===== config.mk =====
export PLATFORM = sky130hd
export DESIGN_NAME = mpmfc_top
export DESIGN_NICKNAME = d
export VERILOG_FILES = /design/src/mpmfc_pkg.sv /design/src/mpmfc_mgmt_if.sv /design/src/mpmfc_mgmt.sv /design/src/mpmfc_top.sv
export SDC_FILE = /design/constraint.sdc
export NUM_CORES = 1
export LEC_CHECK = 0
export BUFFER_PORTS_ARGS = -buffer_cell sky130_fd_sc_hd__buf_2
export CAP_MARGIN = 20
export CORE_MARGIN = 1.5
export CORE_UTILIZATION = 30
export CTS_CLUSTER_DIAMETER = 120
export DETAILED_ROUTE_END_ITERATION = 6
export HOLD_SLACK_MARGIN = 0.05
export PLACE_DENSITY = 0.52
export SKIP_LAST_GASP = 1
export SLEW_MARGIN = 20
export SYNTH_ARGS = -nofsm -noshare
export SYNTH_HDL_FRONTEND = slang
export SYNTH_HIERARCHICAL = 1
export SYNTH_SLANG_ARGS = --single-unit

===== constraint.sdc =====
create_clock -name aclk -period 6.41 [get_ports aclk]
set_input_delay 1.282 -clock aclk [delete_from_list [all_inputs] [get_ports aclk]]
set_output_delay 1.282 -clock aclk [all_outputs]
set_load 0.02 [all_outputs]

===== src/mpmfc_pkg.sv =====
// Constants shared by the PHY management and flow control register block.
// Assumes a 200 MHz aclk and a 32-bit AXI4-Lite register port.
package mpmfc_pkg;

   // ----------------------------------------------------------------
   // Register offsets (byte addresses)
   // ----------------------------------------------------------------
   localparam logic [11:0] OFS_PHY_MGMT_ACCESS    = 12'h114;
   localparam logic [11:0] OFS_PHY_MGMT_DATA      = 12'h118;
   localparam logic [11:0] OFS_PAUSE_FLOW_CONTROL = 12'h11C;

   // ----------------------------------------------------------------
   // Field positions
   // ----------------------------------------------------------------
   localparam int ACC_PHY_ADDR_LSB = 11;
   localparam int ACC_REG_IDX_LSB  = 6;
   localparam int ACC_WNR_BIT      = 1;
   localparam int ACC_BUSY_BIT     = 0;
   localparam int FLOW_PT_LSB      = 16;
   localparam int FLOW_PASS_BIT    = 2;
   localparam int FLOW_EN_BIT      = 1;
   localparam int FLOW_BUSY_BIT    = 0;

   // ----------------------------------------------------------------
   // Reset values
   // ----------------------------------------------------------------
   localparam logic [4:0]  RST_PHY_ADDR   = 5'h00;
   localparam logic [4:0]  RST_REG_IDX    = 5'h00;
   localparam logic [15:0] RST_PHY_DATA   = 16'h0000;
   localparam logic [15:0] RST_PAUSE_TIME = 16'h0000;

   // ----------------------------------------------------------------
   // AXI responses
   // ----------------------------------------------------------------
   localparam logic [1:0] RESP_OKAY   = 2'h0;
   localparam logic [1:0] RESP_SLVERR = 2'h2;

   // ----------------------------------------------------------------
   // Timing: one pause quantum is one slot time (512 bit times)
   // ----------------------------------------------------------------
   localparam int CLK_PERIOD_PS   = 5000;
   localparam int SLOT_TIME_100_NS = 5120;
   localparam int SLOT_TIME_10_NS  = 51200;
   localparam int SLOT_CYC_100    = (SLOT_TIME_100_NS * 1000) / CLK_PERIOD_PS;
   localparam int SLOT_CYC_10     = (SLOT_TIME_10_NS * 1000) / CLK_PERIOD_PS;

   typedef enum logic [1:0] {MG_IDLE, MG_REQ, MG_DONE} mpmfc_mg_state_t;

endpackage


===== src/mpmfc_mgmt_if.sv =====
// Carrier between the register front end and the PHY management engine.
// Assumes both ends run on the same aclk.
`timescale 1ns/1ps
`default_nettype none
interface mpmfc_mgmt_if;
   logic        start;
   logic        write;
   logic [4:0]  phy_addr;
   logic [4:0]  reg_idx;
   logic [15:0] wdata;
   logic        done;
   logic [15:0] rdata;
   modport ctrl (output start, output write, output phy_addr, output reg_idx,
                 output wdata, input done, input rdata);
   modport eng  (input start, input write, input phy_addr, input reg_idx,
                 input wdata, output done, output rdata);
endinterface
`default_nettype wire


===== src/mpmfc_mgmt.sv =====
// PHY management engine: one request/acknowledge cycle per start pulse.
// Assumes the internal PHY register port shares aclk and answers with a
// one-cycle ack, carrying read data in the same cycle.
`timescale 1ns/1ps
`default_nettype none
module mpmfc_mgmt
   import mpmfc_pkg::*;
(
   input  wire logic        aclk,
   input  wire logic        aresetn,
   mpmfc_mgmt_if.eng        mg,
   output logic             phy_req,
   output logic             phy_write,
   output logic [4:0]       phy_addr,
   output logic [4:0]       phy_reg,
   output logic [15:0]      phy_wdata,
   input  wire logic        phy_ack,
   input  wire logic [15:0] phy_rdata
);
   mpmfc_mg_state_t state_r;

   // ----------------------------------------------------------------
   // Sequencer
   // ----------------------------------------------------------------
   always_ff @(posedge aclk) begin
      if (!aresetn) begin
         state_r   <= MG_IDLE;
         phy_req   <= 1'b0;
         phy_write <= 1'b0;
         phy_addr  <= RST_PHY_ADDR;
         phy_reg   <= RST_REG_IDX;
         phy_wdata <= RST_PHY_DATA;
         mg.done   <= 1'b0;
         mg.rdata  <= RST_PHY_DATA;
      end else begin
         mg.done <= 1'b0;
         case (state_r)
            MG_IDLE: begin
               if (mg.start) begin
                  // Fields frozen here so later register writes cannot disturb the cycle
                  phy_req   <= 1'b1;
                  phy_write <= mg.write;
                  phy_addr  <= mg.phy_addr;
                  phy_reg   <= mg.reg_idx;
                  phy_wdata <= mg.wdata;
                  state_r   <= MG_REQ;
               end
            end
            MG_REQ: begin
               if (phy_ack) begin
                  phy_req  <= 1'b0;
                  mg.rdata <= phy_rdata;
                  state_r  <= MG_DONE;
               end
            end
            MG_DONE: begin
               mg.done <= 1'b1;
               state_r <= MG_IDLE;
            end
            default: state_r <= MG_IDLE;
         endcase
      end
   end
endmodule
`default_nettype wire


===== src/mpmfc_top.sv =====
// PHY management access and flow control register block.
// Assumes AXI4-Lite on aclk and MAC datapath strobes on the same clock.
//
// The AXI4-Lite interface to the registers was left to the implementer.
`timescale 1ns/1ps
`default_nettype none
module mpmfc_top
   import mpmfc_pkg::*;
#(
   parameter int SLOT_CYCLES_10M = SLOT_CYC_10
)(
   input  wire logic        aclk,
   input  wire logic        aresetn,
   input  wire logic [11:0] s_axi_awaddr,
   input  wire logic [2:0]  s_axi_awprot,
   input  wire logic        s_axi_awvalid,
   output logic             s_axi_awready,
   input  wire logic [31:0] s_axi_wdata,
   input  wire logic [3:0]  s_axi_wstrb,
   input  wire logic        s_axi_wvalid,
   output logic             s_axi_wready,
   output logic [1:0]       s_axi_bresp,
   output logic             s_axi_bvalid,
   input  wire logic        s_axi_bready,
   input  wire logic [11:0] s_axi_araddr,
   input  wire logic [2:0]  s_axi_arprot,
   input  wire logic        s_axi_arvalid,
   output logic             s_axi_arready,
   output logic [31:0]      s_axi_rdata,
   output logic [1:0]       s_axi_rresp,
   output logic             s_axi_rvalid,
   input  wire logic        s_axi_rready,
   output logic             phy_req,
   output logic             phy_write,
   output logic [4:0]       phy_addr,
   output logic [4:0]       phy_reg,
   output logic [15:0]      phy_wdata,
   input  wire logic        phy_ack,
   input  wire logic [15:0] phy_rdata,
   input  wire logic        full_duplex,
   input  wire logic        speed_100,
   input  wire logic        promiscuous,
   input  wire logic        rx_frame_end,
   input  wire logic        rx_addr_pass,
   input  wire logic        rx_frame_error,
   input  wire logic        rx_pause_frame,
   input  wire logic [15:0] rx_pause_quanta,
   output logic             rx_status_valid,
   output logic             rx_status_filter,
   output logic             rx_status_error,
   input  wire logic        pause_send_req,
   input  wire logic        tx_pause_done,
   input  wire logic        backpressure_req,
   output logic             tx_pause_frame,
   output logic [15:0]      tx_pause_time,
   output logic             tx_stall,
   output logic             backpressure
);
   mpmfc_mgmt_if mg ();

   logic [4:0]  phy_addr_r;
   logic [4:0]  reg_idx_r;
   logic        wnr_r;
   logic        mgmt_busy_r;
   logic [15:0] mgmt_data_r;
   logic [15:0] pause_time_r;
   logic        pass_ctrl_r;
   logic        fc_en_r;
   logic        aw_held_r;
   logic        w_held_r;
   logic [11:0] awaddr_r;
   logic [31:0] wdata_r;
   logic [3:0]  wstrb_r;
   logic        wr_fire;
   logic [15:0] quanta_r;
   logic [13:0] slot_cnt_r;
   logic        pause_act;
   logic        fc_busy;

   // ----------------------------------------------------------------
   // Helpers
   // ----------------------------------------------------------------
   function automatic logic [31:0] merge(input logic [31:0] old_v,
                                         input logic [31:0] new_v,
                                         input logic [3:0]  strb);
      logic [31:0] res;
      res = old_v;
      for (int i = 0; i < 4; i++) begin
         if (strb[i]) begin
            res[i*8 +: 8] = new_v[i*8 +: 8];
         end
      end
      return res;
   endfunction

   function automatic logic mapped(input logic [11:0] a);
      return (a == OFS_PHY_MGMT_ACCESS) || (a == OFS_PHY_MGMT_DATA) ||
             (a == OFS_PAUSE_FLOW_CONTROL);
   endfunction

   // ----------------------------------------------------------------
   // AXI4-Lite write channel
   // ----------------------------------------------------------------
   // Address and data are taken in either order; the write lands once both are held
   assign wr_fire = aw_held_r && w_held_r && !s_axi_bvalid;

   always_ff @(posedge aclk) begin
      if (!aresetn) begin
         aw_held_r     <= 1'b0;
         w_held_r      <= 1'b0;
         awaddr_r      <= 12'h000;
         wdata_r       <= 32'h00000000;
         wstrb_r       <= 4'h0;
         s_axi_awready <= 1'b1;
         s_axi_wready  <= 1'b1;
         s_axi_bvalid  <= 1'b0;
         s_axi_bresp   <= RESP_OKAY;
      end else begin
         if (s_axi_awvalid && s_axi_awready) begin
            aw_held_r     <= 1'b1;
            awaddr_r      <= {s_axi_awaddr[11:2], 2'b00};
            s_axi_awready <= 1'b0;
         end
         if (s_axi_wvalid && s_axi_wready) begin
            w_held_r     <= 1'b1;
            wdata_r      <= s_axi_wdata;
            wstrb_r      <= s_axi_wstrb;
            s_axi_wready <= 1'b0;
         end
         if (wr_fire) begin
            aw_held_r    <= 1'b0;
            w_held_r     <= 1'b0;
            s_axi_bvalid <= 1'b1;
            s_axi_bresp  <= mapped(awaddr_r) ? RESP_OKAY : RESP_SLVERR;
         end
         if (s_axi_bvalid && s_axi_bready) begin
            s_axi_bvalid  <= 1'b0;
            s_axi_awready <= 1'b1;
            s_axi_wready  <= 1'b1;
         end
      end
   end

   // ----------------------------------------------------------------
   // Management access and data registers
   // ----------------------------------------------------------------
   // Writes while busy are dropped so an access in flight keeps its fields
   always_ff @(posedge aclk) begin
      logic [31:0] v;
      v = merge({16'h0000, phy_addr_r, reg_idx_r, 4'h0, wnr_r, mgmt_busy_r},
                wdata_r, wstrb_r);
      if (!aresetn) begin
         phy_addr_r  <= RST_PHY_ADDR;
         reg_idx_r   <= RST_REG_IDX;
         wnr_r       <= 1'b0;
         mgmt_busy_r <= 1'b0;
         mg.start    <= 1'b0;
      end else begin
         mg.start <= 1'b0;
         if (mg.done) begin
            mgmt_busy_r <= 1'b0;
         end
         if (wr_fire && awaddr_r == OFS_PHY_MGMT_ACCESS && !mgmt_busy_r) begin
            phy_addr_r <= v[ACC_PHY_ADDR_LSB +: 5];
            reg_idx_r  <= v[ACC_REG_IDX_LSB +: 5];
            wnr_r      <= v[ACC_WNR_BIT];
            if (v[ACC_BUSY_BIT]) begin
               mgmt_busy_r <= 1'b1;
               mg.start    <= 1'b1;
            end
         end
      end
   end

   always_ff @(posedge aclk) begin
      if (!aresetn) begin
         mgmt_data_r <= RST_PHY_DATA;
      end else if (mg.done && !wnr_r) begin
         mgmt_data_r <= mg.rdata;
      end else if (wr_fire && awaddr_r == OFS_PHY_MGMT_DATA && !mgmt_busy_r) begin
         mgmt_data_r <= 16'(merge({16'h0000, mgmt_data_r}, wdata_r, wstrb_r));
      end
   end

   assign mg.write    = wnr_r;
   assign mg.phy_addr = phy_addr_r;
   assign mg.reg_idx  = reg_idx_r;
   assign mg.wdata    = mgmt_data_r;

   mpmfc_mgmt u_mgmt (
      .aclk      (aclk),
      .aresetn   (aresetn),
      .mg        (mg),
      .phy_req   (phy_req),
      .phy_write (phy_write),
      .phy_addr  (phy_addr),
      .phy_reg   (phy_reg),
      .phy_wdata (phy_wdata),
      .phy_ack   (phy_ack),
      .phy_rdata (phy_rdata)
   );

   // ----------------------------------------------------------------
   // Flow control register
   // ----------------------------------------------------------------
   // The busy bit is owned by hardware; its written value is discarded
   always_ff @(posedge aclk) begin
      logic [31:0] v;
      v = merge({pause_time_r, 13'h0000, pass_ctrl_r, fc_en_r, 1'b0}, wdata_r, wstrb_r);
      if (!aresetn) begin
         pause_time_r <= RST_PAUSE_TIME;
         pass_ctrl_r  <= 1'b0;
         fc_en_r      <= 1'b0;
      end else if (wr_fire && awaddr_r == OFS_PAUSE_FLOW_CONTROL) begin
         pause_time_r <= v[FLOW_PT_LSB +: 16];
         pass_ctrl_r  <= v[FLOW_PASS_BIT];
         fc_en_r      <= v[FLOW_EN_BIT];
      end
   end

   // ----------------------------------------------------------------
   // AXI4-Lite read channel
   // ----------------------------------------------------------------
   always_ff @(posedge aclk) begin
      if (!aresetn) begin
         s_axi_arready <= 1'b1;
         s_axi_rvalid  <= 1'b0;
         s_axi_rdata   <= 32'h00000000;
         s_axi_rresp   <= RESP_OKAY;
      end else if (s_axi_arvalid && s_axi_arready) begin
         s_axi_arready <= 1'b0;
         s_axi_rvalid  <= 1'b1;
         s_axi_rresp   <= RESP_OKAY;
         case ({s_axi_araddr[11:2], 2'b00})
            OFS_PHY_MGMT_ACCESS:
               s_axi_rdata <= {16'h0000, phy_addr_r, reg_idx_r, 4'h0, wnr_r,
                               mgmt_busy_r};
            OFS_PHY_MGMT_DATA:
               s_axi_rdata <= {16'h0000, mgmt_data_r};
            OFS_PAUSE_FLOW_CONTROL:
               s_axi_rdata <= {pause_time_r, 13'h0000, pass_ctrl_r, fc_en_r, fc_busy};
            default: begin
               s_axi_rdata <= 32'h00000000;
               s_axi_rresp <= RESP_SLVERR;
            end
         endcase
      end else if (s_axi_rvalid && s_axi_rready) begin
         s_axi_rvalid  <= 1'b0;
         s_axi_arready <= 1'b1;
      end
   end

   // ----------------------------------------------------------------
   // Pause frame generation and back pressure
   // ----------------------------------------------------------------
   always_ff @(posedge aclk) begin
      if (!aresetn) begin
         tx_pause_frame <= 1'b0;
         tx_pause_time  <= RST_PAUSE_TIME;
         backpressure   <= 1'b0;
      end else begin
         if (tx_pause_frame && tx_pause_done) begin
            tx_pause_frame <= 1'b0;
         end else if (pause_send_req && fc_en_r && full_duplex && !tx_pause_frame) begin
            tx_pause_frame <= 1'b1;
            tx_pause_time  <= pause_time_r;
         end
         backpressure <= fc_en_r && !full_duplex && backpressure_req;
      end
   end

   assign fc_busy = tx_pause_frame || backpressure;

   // ----------------------------------------------------------------
   // Received pause: stall for quanta times slot time
   // ----------------------------------------------------------------
   assign pause_act = rx_frame_end && rx_pause_frame && !rx_frame_error &&
                      fc_en_r && full_duplex;

   always_ff @(posedge aclk) begin
      if (!aresetn) begin
         quanta_r   <= 16'h0000;
         slot_cnt_r <= 14'h0000;
         tx_stall   <= 1'b0;
      end else begin
         if (pause_act) begin
            // A new pause replaces the remaining time, as a zero quanta resumes at once
            quanta_r   <= rx_pause_quanta;
            slot_cnt_r <= 14'h0000;
            tx_stall   <= (rx_pause_quanta != 16'h0000);
         end else if (quanta_r != 16'h0000) begin
            if (slot_cnt_r == (speed_100 ? 14'(SLOT_CYC_100 - 1)
                                         : 14'(SLOT_CYCLES_10M - 1))) begin
               slot_cnt_r <= 14'h0000;
               quanta_r   <= quanta_r - 16'h0001;
               tx_stall   <= (quanta_r != 16'h0001);
            end else begin
               slot_cnt_r <= slot_cnt_r + 14'h0001;
            end
         end else begin
            tx_stall <= 1'b0;
         end
      end
   end

   // ----------------------------------------------------------------
   // Receive status: every frame passes with a filter verdict
   // ----------------------------------------------------------------
   always_ff @(posedge aclk) begin
      if (!aresetn) begin
         rx_status_valid  <= 1'b0;
         rx_status_filter <= 1'b0;
         rx_status_error  <= 1'b0;
      end else begin
         rx_status_valid <= rx_frame_end;
         if (rx_frame_end) begin
            rx_status_error <= rx_frame_error;
            if (promiscuous) begin
               rx_status_filter <= 1'b1;
            end else if (rx_pause_frame && !rx_frame_error) begin
               rx_status_filter <= pass_ctrl_r;
            end else begin
               rx_status_filter <= rx_addr_pass;
            end
         end
      end
   end

endmodule
`default_nettype wire


* Yosys cells after proc, flatten, opt, wreduce, memory -nomap -nowiden
Cells that the tools add are included. Widths: inputs -> output; s select.
Word-level totals: register bits after elaboration 235, bits in latches 0, bits in writable memories 0, memory bits (read-only) 0, input port bits 116, output and inout bits 91, logic and storage cells 154, memories 0
Cells by class: add/sub/neg operators 2, multipliers 0, divide/modulo/power cells 0, $lt $le $gt $ge 0, eq/ne operators 13, shift operators 0, mux-type cells 33, bitwise logic cells 2, reductions and logical operators 62
Operators by type and width (number):
- $pmux 32 s3 | 1
- $mux 16 | 5
- $eq 10x7->1 const B | 6
- $reduce_bool 16->1 | 2
- $mux 14 | 2
- $reduce_and 2->1 | 13
- $logic_and 1x1->1 | 24
- $mux 1 | 17
- $mux 8 | 2
- $ne 16x1->1 const B | 1
- $sub 16x1->16 const B | 1
- $add 14x1->14 const B | 1
- $eq 14x14->1 | 1
- $reduce_bool 2->1 | 7
- $mux 2 | 4
- $reduce_or 2->1 | 4
- $logic_not 1->1 | 6
- $ne 2x2->1 const B | 2
- $pmux 2 s2 | 1
- $logic_or 1x1->1 | 3
- $ne 3x2->1 const B | 1
- $reduce_and 3->1 | 1
- $reduce_or 3->1 | 1
- $eq 2x1->1 const B | 1
- other kinds (4) | 5

* Depth between registers and ports, before layout
Gate-level depths: netlist (run 1).
depth in word-level cells 6, gate-level depth with buffers 9, gate-level depth less buffers 7

* By module
The synthesis (run 1) kept the hierarchy.
By module, submodules not included:
- mpmfc_top | times used 1, cells an instance 932, area each 7533.5 um^2, seq. area each 3723.6 um^2
- mpmfc_mgmt | times used 1, cells an instance 207, area each 1745.4 um^2, seq. area each 940.9 um^2

* Least setup slack after synthesis (run 1)
Ideal clock, no wire load.
kind input to register, start input port speed_100, end register quanta_r[10], library setup time 74 ps, arrival time 2994 ps, data required time 6336 ps, path slack 3342 ps, cell stages on the path 5, buffers on the path 0, path through or3b_1 > a2111oi_4 > nand4_2 > or4b_1 > a31oi_1
On the way: cells in the longest elaborated chain, start to end 4
RTL lines:
- start, declared | line mpmfc_top.sv:41 | input wire logic speed_100,
- $mux 14 | line mpmfc_top.sv:292 | if (slot_cnt_r == (speed_100 ? 14'(SLOT_CYC_100 - 1)
- $eq 14x14->1 | line mpmfc_top.sv:292
- $reduce_bool 2->1 (no line)
- $reduce_and 2->1 (no line)
- end signal, assigned | line mpmfc_top.sv:288 | quanta_r <= rx_pause_quanta;
- end signal, assigned | line mpmfc_top.sv:295 | quanta_r <= quanta_r - 16'h0001;
- end, declared | line mpmfc_top.sv:75 | logic [15:0] quanta_r;
No other way between the ends. A chain may end at the register's enable or synchronous reset.

* Worst setup path in the final report (run 1)
start input port aresetn, end register u_mgmt.state_r[0]
RTL lines:
- start, declared | line mpmfc_top.sv:13 | input wire logic aresetn,
- end signal, assigned | line mpmfc_mgmt.sv:27 | state_r <= MG_IDLE;
- end signal, assigned | line mpmfc_mgmt.sv:46 | state_r <= MG_REQ;
- end signal, assigned | line mpmfc_mgmt.sv:53 | state_r <= MG_DONE;
- end, declared | line mpmfc_mgmt.sv:20 | mpmfc_mg_state_t state_r;
No word-level cell between the ends.

==> out/metrics.sh, run 1 <==
CLOCK_PIN_SLEW_WORST_SETUP_AND_HOLD_PATHS_NS=0.06
FINAL_CELLS=1712
WORSTMARGINPINSLEW_NS=1.07
HOLD_PATH_DEPTH=2
SYN_AREA_SQ_UM=9280
CTS_SINKS=233
SYNTHESIS.YOSYS.WARNINGS=6
YOSYS_REGISTER_BITS=233
PORT_BUFFERS=194
VIAS=8422
POSTCTSSETUPREPAIRBUFS=0
GLOBAL_ROUTE_WIRE_LENGTH_BEFORE_REPAIR_MICRONS=43000
FLOORPLAN.DIE_AREA_SQ_UM=32000
TOTAL_SWITCHING_POWER_mW=0.701
GRT_MAX_DEGREE=87
VIAS_IN_THE_FIRST_GLOBAL_ROUTE=7818
SYNTH.AVG_CELL_AREA_SQ_UM=8.15
CTS_MADE_BUFFERS=27
POST-ROUTE-MIN-PERIOD_NS=3.20
ACHIEVABLE-FREQUENCY_MHz=313
WORST_EP_REQUIRED_TIME_NS=6.81
CTS-ROOT-BUF='clkbuf_16'
SW_SHARE=0.219
SYNTH_SEQUENTIAL_AREA_RATIO=0.503
SYNTH_FF_TYPE='dfxtp_1'
POWER.DENSITY_CELL_AREA_nW_PER_UM2=280
P_CLK_FRAC=0.490
LARGEST_REGISTERS='s_axi_rdata: 32 flops, wdata_r: 32 flops'
WORSTSKEWPAIRLATENCY_NS=0.52
PLACE_CONGESTION=0.853
POST-PLACE-WS_NS=2.71
REPORT.FINAL.SETUP_VIOL=0
CTS_BUFFER_DEPTH=3
FLOORPLAN.CORE_AREA_SQ_UM=30500
CTS-HOLD-FIX-BUFFERS=0
TIMING.HOLD.WORST.CLASS='register to register'
ANTENNA-DIODE-COUNT=0
FINALHOLDVIOLATIONS=0
DETAIL_ROUTE.WL_PER_CELL_MICRONS=16.5
TRACK_USAGE=0.171
SYNTH.AREA.TOP_CELLS='dfxtp_1, nand2_1, nand3_1, a21oi_1, o21ai_0'
DPL.HPWL_MICRONS=19900
LAYOUT.NETS=1417
GRT_ANTENNA_BEFORE_REPAIR=0
WORST-ENDPOINT-ARRIVAL_NS=3.60
ROUTE.ANTENNA.REMAINING_NETS=0
DRC=0
NFILLCELLS=3226
POST_CTS_RESIZED=0
POSTSYNTHCELLCOUNT=1139
POSTPLACECELLAREA_SQ_UM=10500
DRT_ITER0_DRC=691
DRT_PRE_ANTENNA_ITERS=4
CP_MAX_FANOUT=86
SYNTHDISTINCTLIBCELLS=65
AREA.GROWTH.SYNTH_TO_FINAL_PCT=23.1
STATUS='finished, final reports clean'
SEQ_POWER_SHARE=0.465
DIE_Y_MICRONS=179
FINAL_CRITICAL_PATH_SETUP_SLACK_NS=3.21
INTERNAL_POWER_mW=2.50
CRITPATHCAPTURETYPE='register'
PLACED_INSTANCES=1665
IOS=207
TRITONCTS='done'
SYNTH.TOP_CELL.AREA_SHARE=0.503
CLOCK_SKEW_NS=0.00987
GRT_OVERFLOW=0
ROUTE.DETAILED.VIAS_PER_INST=4.92
POSTROUTEWIRELENGTH_MICRONS=28200
SYNTH_TOP_CELL_BY_AREA='dfxtp_1'
ROW_COUNT=64
DIE_W_MICRONS=179
CRITICAL_PATH_CLASS='input pin to register'
RSZ0062_AT_GRT='false'
SYNTH-EDFF-COUNT=0
RR_WORST_DEPTH=7
COMBINATIONALPOWERSHARE=0.046
MAX_CAP_VIOLATIONS=0
INITIAL_CORE_UTIL=0.304
POWER_LEAKAGE_nW=4.31
STDCELL_AREA_SQ_UM=11400
SLEW-LIMIT-HEADROOM=0.280
FINAL_LAYOUT_SIZE_SUFFIX_GT1_FRAC=0.204
FINAL_MAX_SLEW_VIOL_COUNT=0
CLOCK_TREE.HTREE_LEVEL_COUNT=1
FIN_CRIT_SH=0.499
VDD_IR_DROP_MAX_mV=0.165
TNS_NS=0
ASYNC_RESET_FF_FRAC=0
CP-START-KIND='input pin'
## layout make-up
class                   instances  area [sq um]  area share
flip-flops and latches        233          4660       0.408
repair buffers                207          1070      0.0938
clock inverters                 6           105     0.00920
multi-input cells             815          4220       0.370
inverters                      14          53.8     0.00471
clock buffers                  41           808      0.0708
well taps                     396           495      0.0434
## cell usage in the layout, fill, tap and decap left out, types with 16 or more instances in the layout
cell / synthesis / layout
dfxtp_1: 233 / 233
o21ai_0: 90 / 90
nor2_1: 49 / 49
nand3_1: 105 / 105
buf_2: 6 / 193
a21oi_1: 99 / 99
a311oi_1: 16 / 16
clkbuf_16: 0 / 27
nand2_1: 276 / 276
o21ai_1: 16 / 16
## power by group through the flow
stage          Clock [mW]  Combinational [mW]  Sequential (mW)
6_report             1.57               0.146             1.49
3_5_place_dp            0               0.147             1.52
4_1_cts              1.61               0.148             1.49
5_1_grt              1.68               0.164             1.49
3_3_place_gp            0               0.147             1.52
2_1_floorplan           0              0.0783             1.52
## cells in the mapped netlist, drive strengths merged, types with 4 or more instances
library cell	count
nor4	12
nand2b	8
nand2	276
a21oi	99
o211ai	4
xnor2	14
mux2i	4
inv	14
nor2	49
nor3	16
nand3	105
xor2	4
dfxtp	233
clkbuf	56
nor4b	4
o41ai	5
a311oi	16
buf	22
and2	7
a22oi	11
and4	4
a31oi	5
o21ai	106
or3	5
nand4	10
nor3b	5
## per-stage QoR
stage	util	hold WS (ns)	power, mW
global route	0.374	0.470	3.33
floorplan	-	0.429	1.60
detailed placement	0.344	0.441	1.67
finish	0.374	0.448	3.20
global placement	0.344	0.433	1.67
CTS	0.374	0.450	3.25
## worst max-delay path, cell delays in order
cell       delay, ns
buf_4           0.24
buf_4           0.63
buf_4           0.76
inv_1           0.17
a2111oi_0       0.40
## final timing paths
path,startpoint,to,slack [ns]
setup / recovery,aresetn,u_mgmt/state_r[0]$_SDFFE_PN0P_,3.21
hold / removal,s_axi_rdata[18]$_SDFFE_PN0P_,s_axi_rdata[18]$_SDFFE_PN0P_,0.45
hold reg to reg,s_axi_rdata[18]$_SDFFE_PN0P_,s_axi_rdata[18]$_SDFFE_PN0P_,0.45
setup reg to reg,quanta_r[1]$_SDFFE_PN0P_,slot_cnt_r[1]$_SDFFE_PP0P_,3.65
## cell families after synthesis
family          synth area share
mux                      0.00796
simple gates               0.256
fa+ha+maj                0.00405
compound gates             0.168
xor+xnor                  0.0170
flops                      0.503
buf+inv                   0.0440
other cells             0.000404
## per-layer routing
| metal | vias up | part of all wire | global-route usage |
|---|---|---|---|
| li1 | 4273 | - | - |
| met2 | 185 | 0.45 | 0.273 |
| met4 | 0 | 0.014 | 0.0378 |
| met5 | - | 0 | 0 |
| met1 | 3934 | 0.48 | 0.240 |
| met3 | 30 | 0.053 | 0.0297 |
(Power assumes the default switching activity.)
==> run 2: changes to the inputs <==
clock period = 3.25 ns   (was 6.41 ns; I/O delays follow)
==> out/metrics.sh, run 2 (synthesized netlist as in run 1, its figures left out) <==
STATUS='finished, final reports clean'  # unchanged
WORSTSKEWPAIRLATENCY_NS=0.53  # was 0.52 ns
LARGEST_REGISTERS='s_axi_rdata: 32 flops, wdata_r: 32 flops'  # unchanged
POSTROUTEWIRELENGTH_MICRONS=28400  # was 28200 microns
CLOCK_PIN_SLEW_WORST_SETUP_AND_HOLD_PATHS_NS=0.06  # about the same
STDCELL_AREA_SQ_UM=11600  # was 11400 sq um
HOLD_WS_NS=0.324  # was 0.448 ns
POST_CTS_RESIZED=0  # unchanged
VDD_IR_DROP_MAX_mV=0.319  # was 0.165 mV
DRC=0  # unchanged
DETAIL_ROUTE.WL_PER_CELL_MICRONS=16.5  # about the same
VIAS_IN_THE_FIRST_GLOBAL_ROUTE=7701  # was 7818
FIN_CRIT_SH=0.761
CLOCK_SKEW_NS=0.0145  # was 0.00987 ns
REPORT.FINAL.SETUP_VIOL=0  # unchanged
INITIAL_CORE_UTIL=0.304  # unchanged
HOLD_PATH_DEPTH=2  # unchanged
RSZ0062_AT_GRT='false'  # unchanged
VIAS=8491  # was 8422
REPORT.POWER.TOTAL_mW=6.69  # was 3.20 mW
ACHIEVABLE-FREQUENCY_MHz=404
FINAL_DESIGN_UTILIZATION=0.381  # was 0.374
CTS-HOLD-FIX-BUFFERS=0  # unchanged
TIMING.HOLD.WORST.CLASS='input pin to register'  # was register to register
CRITICAL_PATH.REG2REG.STARTPOINT='quanta_r[15]$_SDFFE_PN0P_'  # was quanta_r[1]$_SDFFE_PN0P_
POWER.DENSITY_CELL_AREA_nW_PER_UM2=576  # was 280 nW/um^2
DIE_W_MICRONS=179  # unchanged
TRACK_USAGE=0.173  # was 0.171
ANTENNA-DIODE-COUNT=0  # unchanged
PORT_BUFFERS=194  # unchanged
GRT_ANTENNA_BEFORE_REPAIR=2  # was 0
PLACE_CONGESTION=0.829  # was 0.853
CP_MAX_FANOUT=14  # was 86
FLOP_TO_FLOP_SETUP_SLACK_NS=0.78  # was 3.65 ns
IOS=207  # unchanged
CRITICAL_PATH.REG2REG.ENDPOINT='slot_cnt_r[1]$_SDFFE_PP0P_'  # unchanged
ROUTE.ANTENNA.REMAINING_NETS=0  # unchanged
FINALHOLDVIOLATIONS=0  # unchanged
CRITICAL_PATH_CLASS='register to register'  # was input pin to register
GRT_OVERFLOW=0  # unchanged
WORST_EP_REQUIRED_TIME_NS=3.69  # was 6.81 ns
AREA.GROWTH.SYNTH_TO_FINAL_PCT=25.2  # was 23.1%
CRITPATHCAPTURETYPE='register'  # unchanged
MAX_CAP_VIOLATIONS=0  # unchanged
CP-START-KIND='register'  # was input pin
RR_WORST_DEPTH=5  # was 7
CTS-ROOT-BUF='clkbuf_16'  # unchanged
GLOBAL_ROUTE_WIRE_LENGTH_BEFORE_REPAIR_MICRONS=43600  # was 43000 microns
GRT_MAX_DEGREE=154  # was 87
FINAL_LAYOUT_SIZE_SUFFIX_GT1_FRAC=0.214  # was 0.204
LEADING_CELL_TYPE_IN_THE_LAYOUT_FILL_AND_TAPS_EXCLUDED='nand2_1'  # unchanged
CTS_SINKS=233  # unchanged
DRT_PRE_ANTENNA_ITERS=5  # was 4
MIN-DELAY-START='s_axi_wvalid'  # was s_axi_rdata[18]$_SDFFE_PN0P_
WORSTMARGINPINSLEW_NS=0.800  # was 1.07 ns
POSTPLACECELLAREA_SQ_UM=10600  # was 10500 sq um
POST-ROUTE-MIN-PERIOD_NS=2.47
CLOCK_TREE.HTREE_LEVEL_COUNT=1  # unchanged
LAYOUT.NETS=1427  # was 1417
FINAL_CELL_MIX='nand2_1, dfxtp_1, buf_2'  # unchanged
FINAL_MAX_SLEW_VIOL_COUNT=0  # unchanged
CTS_MADE_BUFFERS=27  # unchanged
POSTCTSSETUPREPAIRBUFS=0  # unchanged
ROUTE.DETAILED.VIAS_PER_INST=4.93  # was 4.92
TNS_NS=0  # unchanged
DPL.HPWL_MICRONS=20200  # was 19900 microns
FLOORPLAN.DIE_AREA_SQ_UM=32000  # unchanged
CTS_BUFFER_DEPTH=3  # unchanged
HOLD-PATH-ENDPOINT='s_axi_wready$_SDFFE_PP1P_'  # was s_axi_rdata[18]$_SDFFE_PN0P_
WORST-ENDPOINT-ARRIVAL_NS=2.92  # was 3.60 ns
DRT_ITER0_DRC=618  # was 691
SLEW-LIMIT-HEADROOM=0.462  # was 0.280
DIE_Y_MICRONS=179  # unchanged
ROW_COUNT=64  # unchanged
TRITONCTS='done'  # unchanged
POWER_LEAKAGE_nW=4.41  # was 4.31 nW
FLOORPLAN.CORE_AREA_SQ_UM=30500  # unchanged
run 2: changes by cell type in the layout (fill, tap and decap cells not counted), moves of 2 or more:
cell	previous run	this run
bufinv_16	3	8
clkinvlp_4	0	3
buf_4	14	23
clkbuf_8	8	3
clkbuf_1	6	2
clkinv_4	0	2
run 2: how the worst max path moves through the flow:
stage                               from                     endpoint  slack (ns)  cells after the start
5_1_grt        quanta_r[15]$_SDFFE_PN0P_   slot_cnt_r[1]$_SDFFE_PP0P_        0.55                      5
2_1_floorplan                  speed_100    quanta_r[10]$_SDFFE_PN0P_        0.81                      5
3_5_place_dp                   speed_100   slot_cnt_r[9]$_SDFFE_PP0P_        0.44                      6
6_report       quanta_r[15]$_SDFFE_PN0P_   slot_cnt_r[1]$_SDFFE_PP0P_        0.78                      5
3_3_place_gp                   speed_100  slot_cnt_r[13]$_SDFFE_PP0P_        0.46                      6
4_1_cts        quanta_r[15]$_SDFFE_PN0P_   slot_cnt_r[1]$_SDFFE_PP0P_        0.79                      5
run 2: area by class of cell:
| cell class | count | area (sq um) |
|---|---|---|
| well taps | 396 | 495 |
| flip-flops and latches | 233 | 4660 |
| multi-input cells | 815 | 4220 |
| repair buffers | 217 | 1160 |
| clock buffers | 32 | 724 |
| inverters | 14 | 53.8 |
| fillers | 3228 | 18900 |
| clock inverters | 17 | 300 |
run 2: report_power, final:
| group | leakage (nW) | switching (mW) | internal, mW |
|---|---|---|---|
| clock | 0.494 | 1.24 | 2.23 |
| combinational | 2.03 | 0.189 | 0.101 |
| sequential | 1.89 | 0.0333 | 2.90 |
run 2: per-stage QoR:
stage | cells | setup slack [ns]
2_1_floorplan | 1140 | 0.814
3_3_place_gp | 1675 | 0.457
4_1_cts | 1724 | 0.788
6_report | 1724 | 0.778
3_5_place_dp | 1675 | 0.443
5_1_grt | 1724 | 0.551
run 2: per-layer routing:
metal  global-route usage  part of all wire  vias to the layer above
met4               0.0438             0.018                        2
li1                     -                 -                     4304
met1                0.246              0.48                     3951
met3               0.0310             0.056                       40
met2                0.268              0.44                      194
met5                    0           0.00025                        -
run 2: critical path, cell delays in order, from the launching register on:
cell	delay, ns
dfxtp_1	0.33
nor4_1	0.72
nand2b_1	0.18
o211ai_2	0.42
nand3_1	0.49
a21oi_1	0.25
